`config.mk`:
```
export PLATFORM = sky130hd
export DESIGN_NAME = mfsv_stat_vectors
export DESIGN_NICKNAME = d
export VERILOG_FILES = /design/src/shared/mfsv_pkg.sv /design/src/shared/mfsv_parse_if.sv /design/src/mfsv_frame_parse.sv /design/src/mfsv_stat_vectors.sv
export SDC_FILE = /design/constraint.sdc
export NUM_CORES = 1
export LEC_CHECK = 0
export BUFFER_PORTS_ARGS = -buffer_cell sky130_fd_sc_hd__buf_2
export CAP_MARGIN = 20
export CELL_PAD_IN_SITES_DETAIL_PLACEMENT = 1
export CELL_PAD_IN_SITES_GLOBAL_PLACEMENT = 1
export CORE_UTILIZATION = 47
export DETAILED_ROUTE_END_ITERATION = 10
export PLACE_DENSITY_LB_ADDON = 0.3
export SYNTH_ARGS = -nofsm -noshare
export SYNTH_HDL_FRONTEND = slang
export SYNTH_SLANG_ARGS = --single-unit
```
`constraint.sdc`:
```
create_clock -name clk -period 5.45 [get_ports clk]
set_clock_uncertainty 0.1 [all_clocks]
set_input_delay 1.09 -clock clk [delete_from_list [all_inputs] [get_ports clk]]
set_output_delay 1.09 -clock clk [all_outputs]
set_load 0.02 [all_outputs]
```
`src/shared/mfsv_pkg.sv`:
```
// Purpose: Shared constants for the per-frame statistics vector block.
// Assumes: One 25 MHz clock, synchronous active-high reset.
// Notes: Bit positions follow the transmit and receive vector layouts.
`default_nettype none
package mfsv_pkg;
  localparam int TX_W = 32;
  localparam int RX_W = 28;
  localparam int LEN_W = 14;
  localparam int CNT_W = 15;
  // Transmit vector bit positions.
  localparam int TXB_PAUSE = 31;
  localparam int TXB_BYTE = 30;
  localparam int TXB_VLAN = 19;
  localparam int TXB_LEN_HI = 18;
  localparam int TXB_LEN_LO = 5;
  localparam int TXB_CTRL = 4;
  localparam int TXB_UNDER = 3;
  localparam int TXB_MCAST = 2;
  localparam int TXB_BCAST = 1;
  localparam int TXB_GOOD = 0;
  // Receive vector bit positions.
  localparam int RXB_ADDR = 27;
  localparam int RXB_SKEW = 26;
  localparam int RXB_LENERR = 25;
  localparam int RXB_BADOP = 24;
  localparam int RXB_FLOW = 23;
  localparam int RXB_BYTE = 22;
  localparam int RXB_VLAN = 21;
  localparam int RXB_OVER = 20;
  localparam int RXB_CTRL = 19;
  localparam int RXB_LEN_HI = 18;
  localparam int RXB_LEN_LO = 5;
  localparam int RXB_MCAST = 4;
  localparam int RXB_BCAST = 3;
  localparam int RXB_FCS = 2;
  localparam int RXB_BAD = 1;
  localparam int RXB_GOOD = 0;
  // Reset values of the vectors.
  localparam logic [TX_W-1:0] TX_RST = 32'h0000_0000;
  localparam logic [RX_W-1:0] RX_RST = 28'h000_0000;
  // Length counters stick at the first two counts; the transmit length field clamps at the third.
  localparam logic [CNT_W-1:0] TX_LEN_SAT = 15'h41C6;
  localparam logic [CNT_W-1:0] RX_LEN_SAT = 15'h3FFF;
  localparam logic [CNT_W-1:0] LEN_FIELD_MAX = 15'h3FFF;
  // Frame field values and positions.
  localparam logic [15:0] TYPE_CTRL = 16'h8808;
  localparam logic [15:0] TYPE_VLAN = 16'h8100;
  localparam logic [15:0] OP_PAUSE = 16'h0001;
  localparam logic [15:0] LEN_FIELD_LIMIT = 16'h05DC;
  localparam logic [47:0] DA_CTRL = 48'h0180_C200_0001;
  localparam logic [47:0] DA_BCAST = 48'hFFFF_FFFF_FFFF;
  localparam logic [CNT_W-1:0] DA_BYTES = 15'h0006;
  localparam logic [CNT_W-1:0] LT_POS = 15'h000C;
  localparam logic [CNT_W-1:0] OP_END = 15'h0010;
  localparam logic [CNT_W-1:0] HDR_FCS = 15'h0012;
  localparam logic [CNT_W-1:0] MIN_FRAME = 15'h0040;
  localparam logic [CNT_W-1:0] MIN_DATA = 15'h002E;
  localparam logic [CNT_W-1:0] MAX_STD = 15'h05EE;
  localparam logic [CNT_W-1:0] MAX_TAGGED = 15'h05F2;
endpackage : mfsv_pkg
`default_nettype wire

```
`src/shared/mfsv_parse_if.sv`:
```
// Purpose: Carries one byte stream into a frame parser and its results out.
// Assumes: Stream and results share the block clock.
// Notes: Results stay put from the done pulse until the next frame starts.
`timescale 1ns/1ps
`default_nettype none
interface mfsv_parse_if;
  import mfsv_pkg::*;
  logic byteEn;
  logic [7:0] byteData;
  logic lastByte;
  logic done;
  logic [CNT_W-1:0] frameLen;
  logic [47:0] destAddr;
  logic [15:0] lenType;
  logic [15:0] opcode;
  modport parser (
    input byteEn, byteData, lastByte,
    output done, frameLen, destAddr, lenType, opcode
  );
  modport user (
    output byteEn, byteData, lastByte,
    input done, frameLen, destAddr, lenType, opcode
  );
endinterface : mfsv_parse_if
`default_nettype wire

```
`src/mfsv_frame_parse.sv`:
```
// Purpose: Counts the bytes of a frame and captures its header fields.
// Assumes: One byte per enabled cycle, destination address first.
// Notes: The byte count sticks at SAT instead of wrapping.
`timescale 1ns/1ps
`default_nettype none
module mfsv_frame_parse #(
  parameter logic [14:0] SAT = 15'h3FFF
) (
  input wire logic clk,
  input wire logic sys_rst,
  mfsv_parse_if.parser pif
);
  import mfsv_pkg::*;

  logic inFrame_r;
  logic done_r;
  logic [CNT_W-1:0] cnt_r;
  logic [47:0] da_r;
  logic [31:0] ltOp_r;
  logic [CNT_W-1:0] idx;

  // Position of the byte now on the stream, zero at a frame start.
  assign idx = inFrame_r ? cnt_r : '0;

  always_ff @(posedge clk) begin
    if (sys_rst) begin
      inFrame_r <= 1'b0;
      done_r <= 1'b0;
    end else begin
      done_r <= pif.byteEn & pif.lastByte;
      if (pif.byteEn) begin
        inFrame_r <= ~pif.lastByte;
      end
    end
  end

  always_ff @(posedge clk) begin
    if (sys_rst) begin
      cnt_r <= '0;
    end else if (pif.byteEn) begin
      if (!inFrame_r) begin
        cnt_r <= 15'h0001;
      end else if (cnt_r < SAT) begin
        cnt_r <= cnt_r + 15'h0001;
      end
    end
  end

  always_ff @(posedge clk) begin
    if (sys_rst) begin
      da_r <= '0;
      ltOp_r <= '0;
    end else if (pif.byteEn) begin
      if (idx < DA_BYTES) begin
        da_r <= {da_r[39:0], pif.byteData};
      end
      if (idx >= LT_POS && idx < OP_END) begin
        ltOp_r <= {ltOp_r[23:0], pif.byteData};
      end
    end
  end

  assign pif.done = done_r;
  assign pif.frameLen = cnt_r;
  assign pif.destAddr = da_r;
  assign pif.lenType = ltOp_r[31:16];
  assign pif.opcode = ltOp_r[15:0];
endmodule : mfsv_frame_parse
`default_nettype wire

```
`src/mfsv_stat_vectors.sv`:
```
// Purpose: Builds one transmit and one receive statistics vector per frame.
// Assumes: MAC byte streams and error flags come from logic on clk.
// Notes: Vectors show two cycles after the last byte, for one cycle.
`timescale 1ns/1ps
`default_nettype none
module mfsv_stat_vectors (
  input wire logic clk,
  input wire logic sys_rst,
  input wire logic txByteEn,
  input wire logic [7:0] txByte,
  input wire logic txLastByte,
  input wire logic txUnderrun,
  input wire logic txPauseSent,
  input wire logic txVlanEn,
  input wire logic rxByteEn,
  input wire logic [7:0] rxByte,
  input wire logic rxLastByte,
  input wire logic rxChecksumBad,
  input wire logic rxLineErr,
  input wire logic rxNibbleSkew,
  input wire logic nibbleMode,
  input wire logic rxVlanEn,
  input wire logic jumboEn,
  input wire logic lenCheckEn,
  input wire logic promiscEn,
  input wire logic addrFilterPass,
  input wire logic rxFlowEn,
  input wire logic [47:0] macAddr,
  output logic [mfsv_pkg::TX_W-1:0] txStatVec,
  output logic txStatValid,
  output logic [mfsv_pkg::RX_W-1:0] rxStatVec,
  output logic rxStatValid
);
  import mfsv_pkg::*;

  mfsv_parse_if txPif ();
  mfsv_parse_if rxPif ();

  assign txPif.byteEn = txByteEn;
  assign txPif.byteData = txByte;
  assign txPif.lastByte = txLastByte;
  assign rxPif.byteEn = rxByteEn;
  assign rxPif.byteData = rxByte;
  assign rxPif.lastByte = rxLastByte;

  mfsv_frame_parse #(
    .SAT(TX_LEN_SAT)
  ) txParse (
    .clk(clk),
    .sys_rst(sys_rst),
    .pif(txPif.parser)
  );

  mfsv_frame_parse #(
    .SAT(RX_LEN_SAT)
  ) rxParse (
    .clk(clk),
    .sys_rst(sys_rst),
    .pif(rxPif.parser)
  );

  // Per-frame flags from the MAC are only meaningful with the last byte,
  // so they are held here until the parser reports the frame complete.
  logic txUnderrun_r;
  logic txPauseSent_r;
  logic txVlanEn_r;
  logic rxChecksumBad_r;
  logic rxLineErr_r;
  logic rxNibbleSkew_r;
  logic rxAddrOk_r;

  always_ff @(posedge clk) begin
    if (sys_rst) begin
      txUnderrun_r <= 1'b0;
      txPauseSent_r <= 1'b0;
      txVlanEn_r <= 1'b0;
    end else if (txByteEn && txLastByte) begin
      txUnderrun_r <= txUnderrun;
      txPauseSent_r <= txPauseSent;
      txVlanEn_r <= txVlanEn;
    end
  end

  always_ff @(posedge clk) begin
    if (sys_rst) begin
      rxChecksumBad_r <= 1'b0;
      rxLineErr_r <= 1'b0;
      rxNibbleSkew_r <= 1'b0;
      rxAddrOk_r <= 1'b0;
    end else if (rxByteEn && rxLastByte) begin
      rxChecksumBad_r <= rxChecksumBad;
      rxLineErr_r <= rxLineErr;
      rxNibbleSkew_r <= rxNibbleSkew;
      rxAddrOk_r <= promiscEn | addrFilterPass;
    end
  end

  // Transmit frame classification.
  logic [LEN_W-1:0] txLenField;
  logic txIsCtrl;
  logic txIsTagged;
  logic txIsMcast;
  logic txIsBcast;

  always_comb begin
    // The counter may stick above what 14 bits can show; clamp it there.
    if (txPif.frameLen > LEN_FIELD_MAX) begin
      txLenField = LEN_FIELD_MAX[LEN_W-1:0];
    end else begin
      txLenField = txPif.frameLen[LEN_W-1:0];
    end
  end

  assign txIsCtrl = (txPif.lenType == TYPE_CTRL);
  assign txIsTagged = (txPif.lenType == TYPE_VLAN) & txVlanEn_r;
  assign txIsBcast = (txPif.destAddr == DA_BCAST);
  assign txIsMcast = txPif.destAddr[40] & ~txIsBcast;

  always_ff @(posedge clk) begin
    if (sys_rst) begin
      txStatValid <= 1'b0;
    end else begin
      txStatValid <= txPif.done;
    end
  end

  // Bit 30 and the per-frame fields each have a register of their own, so
  // that every bit of the port has exactly one process behind it.
  logic txByteBit_r;
  logic txPauseBit_r;
  logic txTagBit_r;
  logic [LEN_W-1:0] txLen_r;
  logic txCtrlBit_r;
  logic txUnderBit_r;
  logic txMcastBit_r;
  logic txBcastBit_r;
  logic txGoodBit_r;

  always_ff @(posedge clk) begin
    if (sys_rst) begin
      txByteBit_r <= TX_RST[TXB_BYTE];
    end else begin
      txByteBit_r <= txByteEn;
    end
  end

  always_ff @(posedge clk) begin
    if (sys_rst) begin
      txPauseBit_r <= TX_RST[TXB_PAUSE];
      txTagBit_r <= TX_RST[TXB_VLAN];
      txLen_r <= TX_RST[TXB_LEN_HI:TXB_LEN_LO];
      txCtrlBit_r <= TX_RST[TXB_CTRL];
      txUnderBit_r <= TX_RST[TXB_UNDER];
      txMcastBit_r <= TX_RST[TXB_MCAST];
      txBcastBit_r <= TX_RST[TXB_BCAST];
      txGoodBit_r <= TX_RST[TXB_GOOD];
    end else if (txPif.done) begin
      txPauseBit_r <= txPauseSent_r;
      txTagBit_r <= txIsTagged;
      txLen_r <= txLenField;
      txCtrlBit_r <= txIsCtrl;
      txUnderBit_r <= txUnderrun_r;
      txMcastBit_r <= txIsMcast;
      txBcastBit_r <= txIsBcast;
      // Without half duplex, an underrun is the only way a send can fail.
      txGoodBit_r <= ~txUnderrun_r;
    end
  end

  // Wiring only: bits not named here, the half-duplex and reserved ones, stay zero.
  always_comb begin
    txStatVec = '0;
    txStatVec[TXB_PAUSE] = txPauseBit_r;
    txStatVec[TXB_BYTE] = txByteBit_r;
    txStatVec[TXB_VLAN] = txTagBit_r;
    txStatVec[TXB_LEN_HI:TXB_LEN_LO] = txLen_r;
    txStatVec[TXB_CTRL] = txCtrlBit_r;
    txStatVec[TXB_UNDER] = txUnderBit_r;
    txStatVec[TXB_MCAST] = txMcastBit_r;
    txStatVec[TXB_BCAST] = txBcastBit_r;
    txStatVec[TXB_GOOD] = txGoodBit_r;
  end

  // Receive frame classification.
  logic [LEN_W-1:0] rxLenField;
  logic [CNT_W-1:0] rxDataBytes;
  logic [CNT_W-1:0] rxLenValue;
  logic rxIsCtrl;
  logic rxIsPause;
  logic rxIsTagged;
  logic rxIsMcast;
  logic rxIsBcast;
  logic rxIsLength;
  logic rxIsRunt;
  logic rxLenErr;
  logic rxOversize;
  logic rxSkew;
  logic rxCodeOrCrc;
  logic rxBad;
  logic rxPauseDest;

  assign rxLenField = rxPif.frameLen[LEN_W-1:0];
  assign rxIsCtrl = (rxPif.lenType == TYPE_CTRL);
  assign rxIsPause = rxIsCtrl & (rxPif.opcode == OP_PAUSE);
  assign rxIsTagged = (rxPif.lenType == TYPE_VLAN) & rxVlanEn;
  assign rxIsBcast = (rxPif.destAddr == DA_BCAST);
  assign rxIsMcast = rxPif.destAddr[40] & ~rxIsBcast;
  assign rxIsLength = (rxPif.lenType <= LEN_FIELD_LIMIT);
  assign rxIsRunt = (rxPif.frameLen < MIN_FRAME);
  assign rxLenValue = {3'b000, rxPif.lenType[11:0]};
  assign rxPauseDest = (rxPif.destAddr == DA_CTRL) |
                       (rxPif.destAddr == macAddr);

  always_comb begin
    if (rxPif.frameLen > HDR_FCS) begin
      rxDataBytes = rxPif.frameLen - HDR_FCS;
    end else begin
      rxDataBytes = '0;
    end
  end

  always_comb begin
    // A short length means padding, so the frame must be minimum size.
    rxLenErr = 1'b0;
    if (lenCheckEn && rxIsLength && !rxIsRunt) begin
      if (rxLenValue < MIN_DATA) begin
        rxLenErr = (rxPif.frameLen != MIN_FRAME);
      end else begin
        rxLenErr = (rxLenValue != rxDataBytes);
      end
    end
  end

  always_comb begin
    rxOversize = 1'b0;
    if (!jumboEn) begin
      if (rxIsTagged) begin
        rxOversize = (rxPif.frameLen > MAX_TAGGED);
      end else begin
        rxOversize = (rxPif.frameLen > MAX_STD);
      end
    end
  end

  assign rxCodeOrCrc = rxChecksumBad_r | rxLineErr_r;
  assign rxSkew = nibbleMode & rxNibbleSkew_r & rxChecksumBad_r;
  // A length mismatch only spoils the frame while the check is on.
  assign rxBad = rxCodeOrCrc | rxSkew | rxOversize | rxLenErr | rxIsRunt;

  always_ff @(posedge clk) begin
    if (sys_rst) begin
      rxStatValid <= 1'b0;
    end else begin
      rxStatValid <= rxPif.done;
    end
  end

  // As on the transmit side, one register per field and a wired-up port.
  logic rxByteBit_r;
  logic rxAddrBit_r;
  logic rxSkewBit_r;
  logic rxLenErrBit_r;
  logic rxBadOpBit_r;
  logic rxFlowBit_r;
  logic rxTagBit_r;
  logic rxOverBit_r;
  logic rxCtrlBit_r;
  logic [LEN_W-1:0] rxLen_r;
  logic rxMcastBit_r;
  logic rxBcastBit_r;
  logic rxFcsBit_r;
  logic rxBadBit_r;
  logic rxGoodBit_r;

  always_ff @(posedge clk) begin
    if (sys_rst) begin
      rxByteBit_r <= RX_RST[RXB_BYTE];
    end else begin
      rxByteBit_r <= rxByteEn;
    end
  end

  always_ff @(posedge clk) begin
    if (sys_rst) begin
      rxAddrBit_r <= RX_RST[RXB_ADDR];
      rxSkewBit_r <= RX_RST[RXB_SKEW];
      rxLenErrBit_r <= RX_RST[RXB_LENERR];
      rxBadOpBit_r <= RX_RST[RXB_BADOP];
      rxFlowBit_r <= RX_RST[RXB_FLOW];
      rxTagBit_r <= RX_RST[RXB_VLAN];
      rxOverBit_r <= RX_RST[RXB_OVER];
      rxCtrlBit_r <= RX_RST[RXB_CTRL];
      rxLen_r <= RX_RST[RXB_LEN_HI:RXB_LEN_LO];
      rxMcastBit_r <= RX_RST[RXB_MCAST];
      rxBcastBit_r <= RX_RST[RXB_BCAST];
      rxFcsBit_r <= RX_RST[RXB_FCS];
      rxBadBit_r <= RX_RST[RXB_BAD];
      rxGoodBit_r <= RX_RST[RXB_GOOD];
    end else if (rxPif.done) begin
      rxAddrBit_r <= rxAddrOk_r;
      rxSkewBit_r <= rxSkew;
      rxLenErrBit_r <= rxLenErr;
      rxBadOpBit_r <= ~rxBad & rxIsCtrl & ~rxIsPause;
      rxFlowBit_r <= ~rxBad & rxIsPause & rxPauseDest & rxFlowEn;
      rxTagBit_r <= rxIsTagged;
      rxOverBit_r <= rxOversize;
      rxCtrlBit_r <= rxIsCtrl;
      rxLen_r <= rxLenField;
      rxMcastBit_r <= rxIsMcast;
      rxBcastBit_r <= rxIsBcast;
      rxFcsBit_r <= rxCodeOrCrc;
      rxBadBit_r <= rxBad;
      rxGoodBit_r <= ~rxBad;
    end
  end

  always_comb begin
    rxStatVec = '0;
    rxStatVec[RXB_ADDR] = rxAddrBit_r;
    rxStatVec[RXB_SKEW] = rxSkewBit_r;
    rxStatVec[RXB_LENERR] = rxLenErrBit_r;
    rxStatVec[RXB_BADOP] = rxBadOpBit_r;
    rxStatVec[RXB_FLOW] = rxFlowBit_r;
    rxStatVec[RXB_BYTE] = rxByteBit_r;
    rxStatVec[RXB_VLAN] = rxTagBit_r;
    rxStatVec[RXB_OVER] = rxOverBit_r;
    rxStatVec[RXB_CTRL] = rxCtrlBit_r;
    rxStatVec[RXB_LEN_HI:RXB_LEN_LO] = rxLen_r;
    rxStatVec[RXB_MCAST] = rxMcastBit_r;
    rxStatVec[RXB_BCAST] = rxBcastBit_r;
    rxStatVec[RXB_FCS] = rxFcsBit_r;
    rxStatVec[RXB_BAD] = rxBadBit_r;
    rxStatVec[RXB_GOOD] = rxGoodBit_r;
  end
endmodule : mfsv_stat_vectors
`default_nettype wire
```
* Word level (Yosys, flattened, before mapping)
Cells that the tools add are included.
Storage, ports and cells: input port bits 83, register bits after elaboration 253, output and inout bits 62, logic and storage cells 127
Cells by class: add/subtract/negate cells 3, equality and inequality tests 13, multiplexer cells 12, order comparisons 15, bitwise gates (word level) 28, reduce and logical (&&, ||, !) cells 13
Operator list (number):
- 15-bit two-way mux | 7
- 48-bit == test (second input constant) | 2
- 16-bit == test (second input constant) | 4
- 48-bit by 41-bit == test with 1-bit output (second input constant) | 1
- 48-bit == test | 1
- 15-bit by 1-bit adder with 15-bit output (second input constant) | 2
- 15-bit by 4-bit >= comparator with 1-bit output (second input constant) | 2
- 15-bit by 11-bit > comparator with 1-bit output (second input constant) | 2
- 15-bit by 3-bit less-than comparator with 1-bit output (second input constant) | 2
- 15-bit by 5-bit less-than comparator with 1-bit output (second input constant) | 2
- 16-bit by 1-bit == test with 1-bit output (second input constant) | 1
- 16-bit by 11-bit <= comparator with 1-bit output (second input constant) | 1
- 15-bit by 14-bit > comparator with 1-bit output (second input constant) | 1
- 15-bit by 5-bit > comparator with 1-bit output (second input constant) | 1
- 15-bit by 14-bit less-than comparator with 1-bit output (second input constant) | 1
- 15-bit less-than comparator (second input constant) | 1
- 15-bit by 7-bit less-than comparator with 1-bit output (second input constant) | 1
- 12-bit by 15-bit != test with 1-bit output | 1
- 15-bit by 7-bit != test with 1-bit output (second input constant) | 1
- 15-bit by 5-bit subtractor with 15-bit output (second input constant) | 1
- 1-bit bitwise AND | 14
- 14-bit two-way mux | 1
- 12-bit by 6-bit less-than comparator with 1-bit output (second input constant) | 1
- 2-bit AND reduction | 6
- other kinds (6) | 27

* Depth between registers and ports, before layout
Gate-level depths: netlist of the first run.
depth after elaboration 11, mapped depth 11

* By module
From an unflattened synthesis of the first run, not the netlist that was laid out.
Unflattened totals: cells, all modules 1383, area, all modules 11817.6 um2
Modules (own cells, without submodules):
- mfsv_stat_vectors | cells each 509, sequential area each 1181.1 um2, area each 4058.9 um2, times used 1
- mfsv_frame_parse (txParse) | cells each 415, sequential area each 1941.9 um2, area each 4056.4 um2, times used 1
- mfsv_frame_parse (rxParse) | cells each 459, sequential area each 1941.9 um2, area each 3702.3 um2, times used 1

* Least setup slack after synthesis of the first run
No wires, ideal clock.
path type flip-flop to flip-flop, from reg rxParse.cnt_r[1] (netlist: rxParse.pif.frameLen[1]), to reg rxBadBit_r, arrival time 2652 ps, required time 5218 ps, slack 2566 ps, stages on the path, launching flop included 11, buffers on the path 1, setup time 132 ps, path through dfxtp_1 clkbuf_1 inv_1 ha_1 o21ai_0 a21o_1 o21ai_0 a2111oi_2 o2111ai_1 a21oi_2 nor3_1
Between the ends: cells in the longest elaborated chain, start to end 7, elaborated cells between the ends (all ways) 17, those cells by class add/sub: 1; order compare: 4; eq/ne: 2; mux: 5; bitwise: 3; reduce/logical: 2
RTL lines:
- from (decl) | line mfsv_frame_parse.sv:17 | logic [CNT_W-1:0] cnt_r;
- from (signal assigned) | line mfsv_frame_parse.sv:44 | cnt_r <= cnt_r + 15'h0001;
- 15-bit by 5-bit subtractor with 15-bit output or 15-bit by 5-bit > comparator with 1-bit output (tied branches) | line mfsv_stat_vectors.sv:216, mfsv_stat_vectors.sv:215
- 15-bit two-way mux | line mfsv_stat_vectors.sv:215 | if (rxPif.frameLen > HDR_FCS) begin
- 12-bit by 15-bit != test with 1-bit output | line mfsv_stat_vectors.sv:229 | rxLenErr = (rxLenValue != rxDataBytes);
- 1-bit two-way mux | line mfsv_stat_vectors.sv:226 | if (rxLenValue < MIN_DATA) begin
- 1-bit two-way mux | line mfsv_stat_vectors.sv:225 | if (lenCheckEn && rxIsLength && !rxIsRunt) begin
- 1-bit OR | line mfsv_stat_vectors.sv:248 | assign rxBad = rxCodeOrCrc | rxSkew | rxOversize | rxLenErr | rxIsRunt;
- 1-bit OR (*) | line mfsv_stat_vectors.sv:248
- to (signal assigned) | line mfsv_stat_vectors.sv:297 | rxBadBit_r <= RX_RST[RXB_BAD];
- to (signal assigned) | line mfsv_stat_vectors.sv:312 | rxBadBit_r <= rxBad;
- to (decl) | line mfsv_stat_vectors.sv:272 | logic rxBadBit_r;
Mark *: on every way between the ends. The rest lies on a longest branch, timed or not. A chain may end at the register's enable or synchronous reset.

* Final worst setup path of the first run
Same ends and word-level chain as after synthesis.

==> results of run 1 <==
## final cells by class
cell class                      count  area [um2]
Clock buffer                       40         827
Multi-Input combinational cell    960        5590
Tap cell                          319         399
Sequential cell                   253        5060
Antenna cell                        2        5.00
Fill cell                        2802       10500
Clock inverter                     11         233
Timing Repair Buffer              146         825
Inverter                           17        63.8
## cell usage after synthesis, drive strengths merged, types with 4 or more instances
cell type  count  share of area [%]
a41oi          4               0.31
dfxtp        253                 45
mux2i         67                6.0
nor3          25                1.1
or2            5               0.28
xnor2         59                4.6
inv           15               0.50
a21oi        141                6.4
nor4          30                1.7
clkbuf        67                2.2
a211oi         7               0.62
o21a           4               0.27
ha             7               0.78
nor2b          5               0.28
nand4         49                2.7
or4            8               0.57
or3            5               0.37
o221a         13                1.3
nand4b         4               0.31
xor2          18                1.4
and4           4               0.31
nand3         32                1.4
nor2         132                4.4
o21ai         17               0.76
a2111oi        6               0.69
and3           5               0.28
nand2        252                8.4
buf           54                3.1
a22oi          5               0.33
## cell usage in the layout, fill, tap and decap left out, drive strengths merged, types with 8 or more instances in the layout
| master | count |
|---|---|
| dfxtp | 253 |
| nand2 | 252 |
| buf | 145 |
| a21oi | 141 |
| nor2 | 132 |
| mux2i | 67 |
| xnor2 | 59 |
| nand4 | 49 |
| clkbuf | 41 |
| nand3 | 32 |
| nor4 | 30 |
| nor3 | 25 |
| xor2 | 18 |
| o21ai | 17 |
| inv | 15 |
| o221a | 13 |
| conb | 10 |
| or4 | 8 |
## routing by layer
layer	GRT usage, %	vias to the layer above	routed length, um
met5	0	-	0
met4	8.87	0	807
met3	3.88	60	1230
met2	43.4	209	15400
met1	32.9	4765	14100
li1	-	4753	-
## sequential cells by signal, indices dropped and copies added, names as in the netlist, 14 cells and up
register,cells
rxLen_r,14
rxParse.ltOp_r,32
rxParse.pif.destAddr,48
rxParse.pif.frameLen,15
txLen_r,14
txParse.ltOp_r,32
txParse.pif.destAddr,48
txParse.pif.frameLen,15
## path summary, 6_finish.rpt
check	from	end	slack (ps)	cells past startpoint
max	rxParse.pif.frameLen[1]	rxBadBit_r	2090	9
min	txParse.ltOp_r[14]	txParse.ltOp_r[22]	350	2
max reg2reg	rxParse.pif.frameLen[1]	rxBadBit_r	2090	9
min reg2reg	txParse.ltOp_r[14]	txParse.ltOp_r[22]	350	2
## critical path, cell delays in order (launching register included)
cell and delay, ps:
dfxtp_1 560, inv_1 180, ha_1 260, o21ai_0 640, a21oi_4 180, or4_1 560, o211ai_1 120, o2111ai_1 180
a21oi_2 320, nor3_1 100
## stage by stage
| stage | total power, mW | hold WS [ps] | area (um2) | utilization, % |
|---|---|---|---|---|
| final | 4.27 | 352 | 13000 | 55.4 |
| after global routing | 4.40 | 367 | 13000 | 55.4 |
| after CTS | 4.31 | 354 | 12900 | 55.2 |
| after detailed placement | 2.17 | 346 | 11900 | 50.7 |
| after global placement | 2.17 | 338 | 11900 | 50.5 |
| after floorplan | 2.09 | 331 | 11300 | - |
## cells by family (layout without fill, tap and decap cells)
kind of cell	Yosys count	count (layout)	share of synthesized area, %
AOI/OAI and AO/OA	226	226	12.8
xor gates and xnor gates	78	78	6.19
adders and majority gates	7	7	0.778
buffers and inverters	138	214	5.90
DFF	253	253	45.0
muxes	69	69	6.15
other	1	12	0.0333
and+or+nand+nor	570	570	23.1
## where the power goes
part	switching (mW)	internal [mW]
Sequential	0.0353	1.88
Clock	0.756	1.38
Combinational	0.136	0.0845
Total	0.927	3.34
==> out/qor.csv, run 1 <==
stage,metric,value,unit
sta,max-slew violations,0,
power,leakage,4.82,nW
synth,flip-flop and latch count after synthesis,253,
clock_tree,CTS tree,done,
clock_tree,CTS max path bufs,3,
flow_run,max_cap viols,0,
floorplan,cell row count,56,
placed_design,placed cells,1693,
grt,first-pass GRT wire length,50800,um
floorplan,die height,157,um
placed_design,number of buffers added on ports,134,
synth,Yosys warnings,0,
clock_tree,CTS H-Tree Depth,1,
placed_design,dpl hpwl,21400,um
synth,sequential cell area fraction in the yosys report,45.0,%
sta,Worst Tran Pin Value,998,ps
sta,PnR worst setup slack,2090,ps
synth,Post-Syn Area,11300,um2
synth,Gate Count Post-Synth,1342,
sta,Final Hold Fails,0,
floorplan,Starting Density,48.0,%
critical_path,critical path data arrival time,3640,ps
grt,GRT overflow,0,
min_path,Hold WC Path Type,reg2reg,
synth,syn avg cell area,8.39,um2
layout,Layout area overhead,15.5,%
power,worst vdd ir,0.000220,V
clock_tree,clock root cell,clkbuf_16,
sta,unrepaired setup endpoints after global routing,no,
clock_tree,clock sink total,253,
routing,per-cell routed wire length,18.1,um
critical_path,critical path class,reg2reg,
routing,number of DRC markers in iteration 0,562,
routing,Remaining DRCs,0,
floorplan,die width,157,um
sta,final setup vio count,0,
clock_tree,setup bufs post-CTS,0,
synth,number of synthesized flops with an enable pin,0,
placed_design,global placement routability congestion,0.881,
routing,vias,9787,
synth,dominant synthesized flop cell,dfxtp_1,
placed_design,Placement Setup Slack,1920,ps
clock_tree,total CTS buffers,28,
sta,setup tns final,0,ps
power,PwrDens,328,nW/um2
sta,Worst slew margin,33.5,%
critical_path,critical path required time,5730,ps
routing,Post-Route WL,31600,um
critical_path,CP Capture Type,flip-flop,
clock_tree,worst skew pair latency,540,ps
grt,vias in the first global route,9924,
status,status,"complete, no violations",
routing,ANT nets after route,0,
layout,fraction of layout cells with a size suffix above 1,15.8,%
sta,min cycle time layout,3360,ps
floorplan,die area,24600,um2
critical_path,CP Launch Type,flip-flop,
floorplan,core area,23500,um2
sta,final worst-path cycle share,61.6,%
routing,DR vias/cell,5.60,
grt,pin count of the biggest net entering global routing,96,
grt,Total GRT Usage,25.6,%
synth,Post-synth ARST share,0,%
grt,initial antenna violation count,2,
clock_tree,hold buffers post-CTS,0,
routing,DR pass1 iterations,4,
layout,Layout Cells excl Fill,1748,
layout,Nets,1496,
sta,Peak Freq,298,MHz
floorplan,I/O pin cnt,145,
clock_tree,Worst-path clk slew,60,ps
critical_path,Worst Path Max Fanout,11,
clock_tree,CTS resizes,0,
synth,Netlist cell types,72,
Power figures use the tool's default switching activity.
==> run 2: changes to the inputs <==
--- a/config.mk
+++ b/config.mk
@@ -9,7 +9,7 @@
 export CAP_MARGIN = 20
 export CELL_PAD_IN_SITES_DETAIL_PLACEMENT = 1
 export CELL_PAD_IN_SITES_GLOBAL_PLACEMENT = 1
-export CORE_UTILIZATION = 47
+export CORE_UTILIZATION = 43
 export DETAILED_ROUTE_END_ITERATION = 10
 export PLACE_DENSITY_LB_ADDON = 0.3
 export SYNTH_ARGS = -nofsm -noshare
==> constraint.sdc (replaced) <==
create_clock -name clk -period 3.12 [get_ports clk]
set_clock_uncertainty 0.1 [all_clocks]
set_input_delay 0.624 -clock clk [delete_from_list [all_inputs] [get_ports clk]]
set_output_delay 0.624 -clock clk [all_outputs]
set_load 0.02 [all_outputs]
==> out/qor.csv, run 2 (synthesized netlist as in run 1, its figures left out) <==
stage,metric,value,unit,change
floorplan,I/O pin cnt,145,,unchanged
layout,area occupied by multi-input gates,5590,um2,about the same
sta,setup tns final,0,ps,unchanged
layout,most frequent cells in the layout,"253 x dfxtp_1, 252 x nand2_1, 138 x a21oi_1",,
flow_run,max_cap viols,0,,unchanged
critical_path,critical path data arrival time,3290,ps,-350 ps
clock_tree,total CTS buffers,28,,unchanged
floorplan,Starting Density,44.2,%,-3.8 points
placed_design,dpl hpwl,22800,um,+6.3%
layout,fill count,3082,,+10%
grt,initial antenna violation count,2,,unchanged
sta,min cycle time layout,2910,ps,-447 ps
layout,fraction of layout cells with a size suffix above 1,17.7,%,+1.9 points
floorplan,die width,164,um,+4.5%
clock_tree,worst skew pair latency,570,ps,+30 ps
clock_tree,clock sink total,253,,unchanged
floorplan,die height,164,um,+4.5%
layout,"commonest non-fill, non-tap cell in the layout",dfxtp_1,,
critical_path,R2R Setup Slk,210,ps,-1880 ps
power,PwrDens,545,nW/um2,+66%
routing,DR vias/cell,5.48,,-2.1%
floorplan,core area,25500,um2,+8.5%
min_path,Hold WC Path Type,in2reg,,
critical_path,Reg2Reg Launch Point,rxParse.pif.frameLen[2],,
min_path,Hold Path Sink,txParse.pif.destAddr[7],,
layout,Layout area overhead,16.4,%,
grt,vias in the first global route,9870,,-0.54%
placed_design,global placement routability congestion,0.891,,+1.2%
floorplan,cell row count,58,,+3.6%
routing,DR pass1 iterations,5,,+1
sta,Worst Tran Pin Value,841,ps,-156 ps
min_path,worst hold start,txByte[7],,
critical_path,Register-to-Register Path Depth,10,,+1
clock_tree,clock root cell,clkbuf_16,,
critical_path,CP Launch Type,flip-flop,,
power,leakage,4.91,nW,+1.9%
status,status,"complete, no violations",,
layout,design area,13100,um2,+0.77%
routing,vias,9783,,-0.041%
critical_path,critical path class,reg2reg,,
sta,final setup vio count,0,,unchanged
grt,pin count of the biggest net entering global routing,63,,-34%
clock_tree,hold buffers post-CTS,0,,unchanged
sta,max-slew violations,0,,unchanged
placed_design,number of buffers added on ports,134,,unchanged
grt,first-pass GRT wire length,52200,um,+2.8%
placed_design,placed cells,1733,,+2.4%
layout,Nets,1523,,+1.8%
critical_path,critical path required time,3500,ps,-2230 ps
layout,Layout Cells excl Fill,1785,,+2.1%
clock_tree,CTS tree,done,,
sta,Final Hold Fails,0,,unchanged
grt,Total GRT Usage,24.3,%,-1.3 points
clock_tree,CTS H-Tree Depth,1,,unchanged
power,worst vdd ir,0.000403,V,+83%
critical_path,r2r endpoint,rxBadOpBit_r,,
critical_path,Worst Path Max Fanout,8,,-3
placed_design,DP Area,12100,um2,+2.0%
sta,Worst slew margin,43.7,%,+10 points
grt,GRT overflow,0,,unchanged
sta,unrepaired setup endpoints after global routing,no,,
sta,final worst-path cycle share,93.3,%,+32 points
clock_tree,CTS max path bufs,3,,unchanged
critical_path,CP Capture Type,flip-flop,,
clock_tree,Worst-path clk slew,60,ps,about the same
floorplan,die area,26800,um2,+9.2%
routing,number of DRC markers in iteration 0,550,,-2.1%
layout,Storage cell area,5060,um2,unchanged
min_path,Hold Path Depth,3,,+1
sta,Peak Freq,343,MHz,+15%
routing,Post-Route WL,32600,um,+3.2%
routing,ANT nets after route,0,,unchanged
routing,per-cell routed wire length,18.3,um,+1.1%
routing,Remaining DRCs,0,,unchanged
## run 2: cell types whose count changed in the layout (fill, tap and decap cells not counted), moves of 2 or more
cell / previous run / this run
buf_12: 0 / 2
clkbuf_8: 6 / 9
clkbuf_16: 30 / 28
buf_4: 9 / 37
clkinv_2: 3 / 6
buf_16: 2 / 0
bufinv_16: 7 / 2
clkbuf_1: 5 / 1
## run 2: metal layers
metal  track usage, %  wire, um
met1             32.1     15000
met2             41.0     15700
met3             3.08      1260
met4             7.58       699
met5                0         0
## run 2: metrics by stage
step / setup WS, ps / hold slack (ps) / utilization, % / total power, mW
after floorplan: 236 / 331 / - / 3.66
after detailed placement: 127 / 346 / 47.6 / 3.81
after global routing: 0.178 / 215 / 51.5 / 7.38
after CTS: 83.1 / 184 / 51.4 / 7.21
after global placement: 220 / 337 / 47.6 / 3.80
final: 208 / 211 / 51.5 / 7.14
## run 2: how the worst max path moves through the flow
stage	from	to	cells past startpoint
2_1_floorplan	rxParse.pif.frameLen[1]	rxBadBit_r	10
3_3_place_gp	rxParse.pif.frameLen[2]	rxBadBit_r	10
3_5_place_dp	rxParse.pif.frameLen[2]	rxGoodBit_r	10
4_1_cts	rxParse.pif.frameLen[2]	rxBadOpBit_r	10
5_1_grt	rxParse.pif.frameLen[2]	rxBadOpBit_r	11
6_report	rxParse.pif.frameLen[2]	rxBadOpBit_r	10
## run 2: critical path, cell delays in order, from the launching register on
cell	delay [ps]
dfxtp_1	380
inv_2	150
ha_1	250
nand2b_1	190
a211oi_4	310
xnor2_1	80
or4b_1	520
a211oi_2	230
o2111ai_1	220
a21oi_2	260
a32o_1	140
## run 2: power by group
group	internal, mW	switching [mW]	leakage (nW)
Clock	2.03	1.37	0.479
Sequential	3.28	0.0569	2.05
Combinational	0.154	0.246	2.38
Total	5.46	1.68	4.91
## run 2: what timing repair did
item	4_1_cts	5_1_grt
buffers inserted	0	0
resized for setup	0	2
setup endpoints to repair	0	4
endpoints found under the hold margin	0	0
## run 2: cell type report
type	instances	share of cell area (%)
repair buffers	173	7.59
flip-flops and latches	253	38.6
clock buffers	38	6.32
multi-input cells	960	42.7
well taps	330	3.15
inverters	17	0.487
diodes	2	0.0382
clock inverters	12	1.10
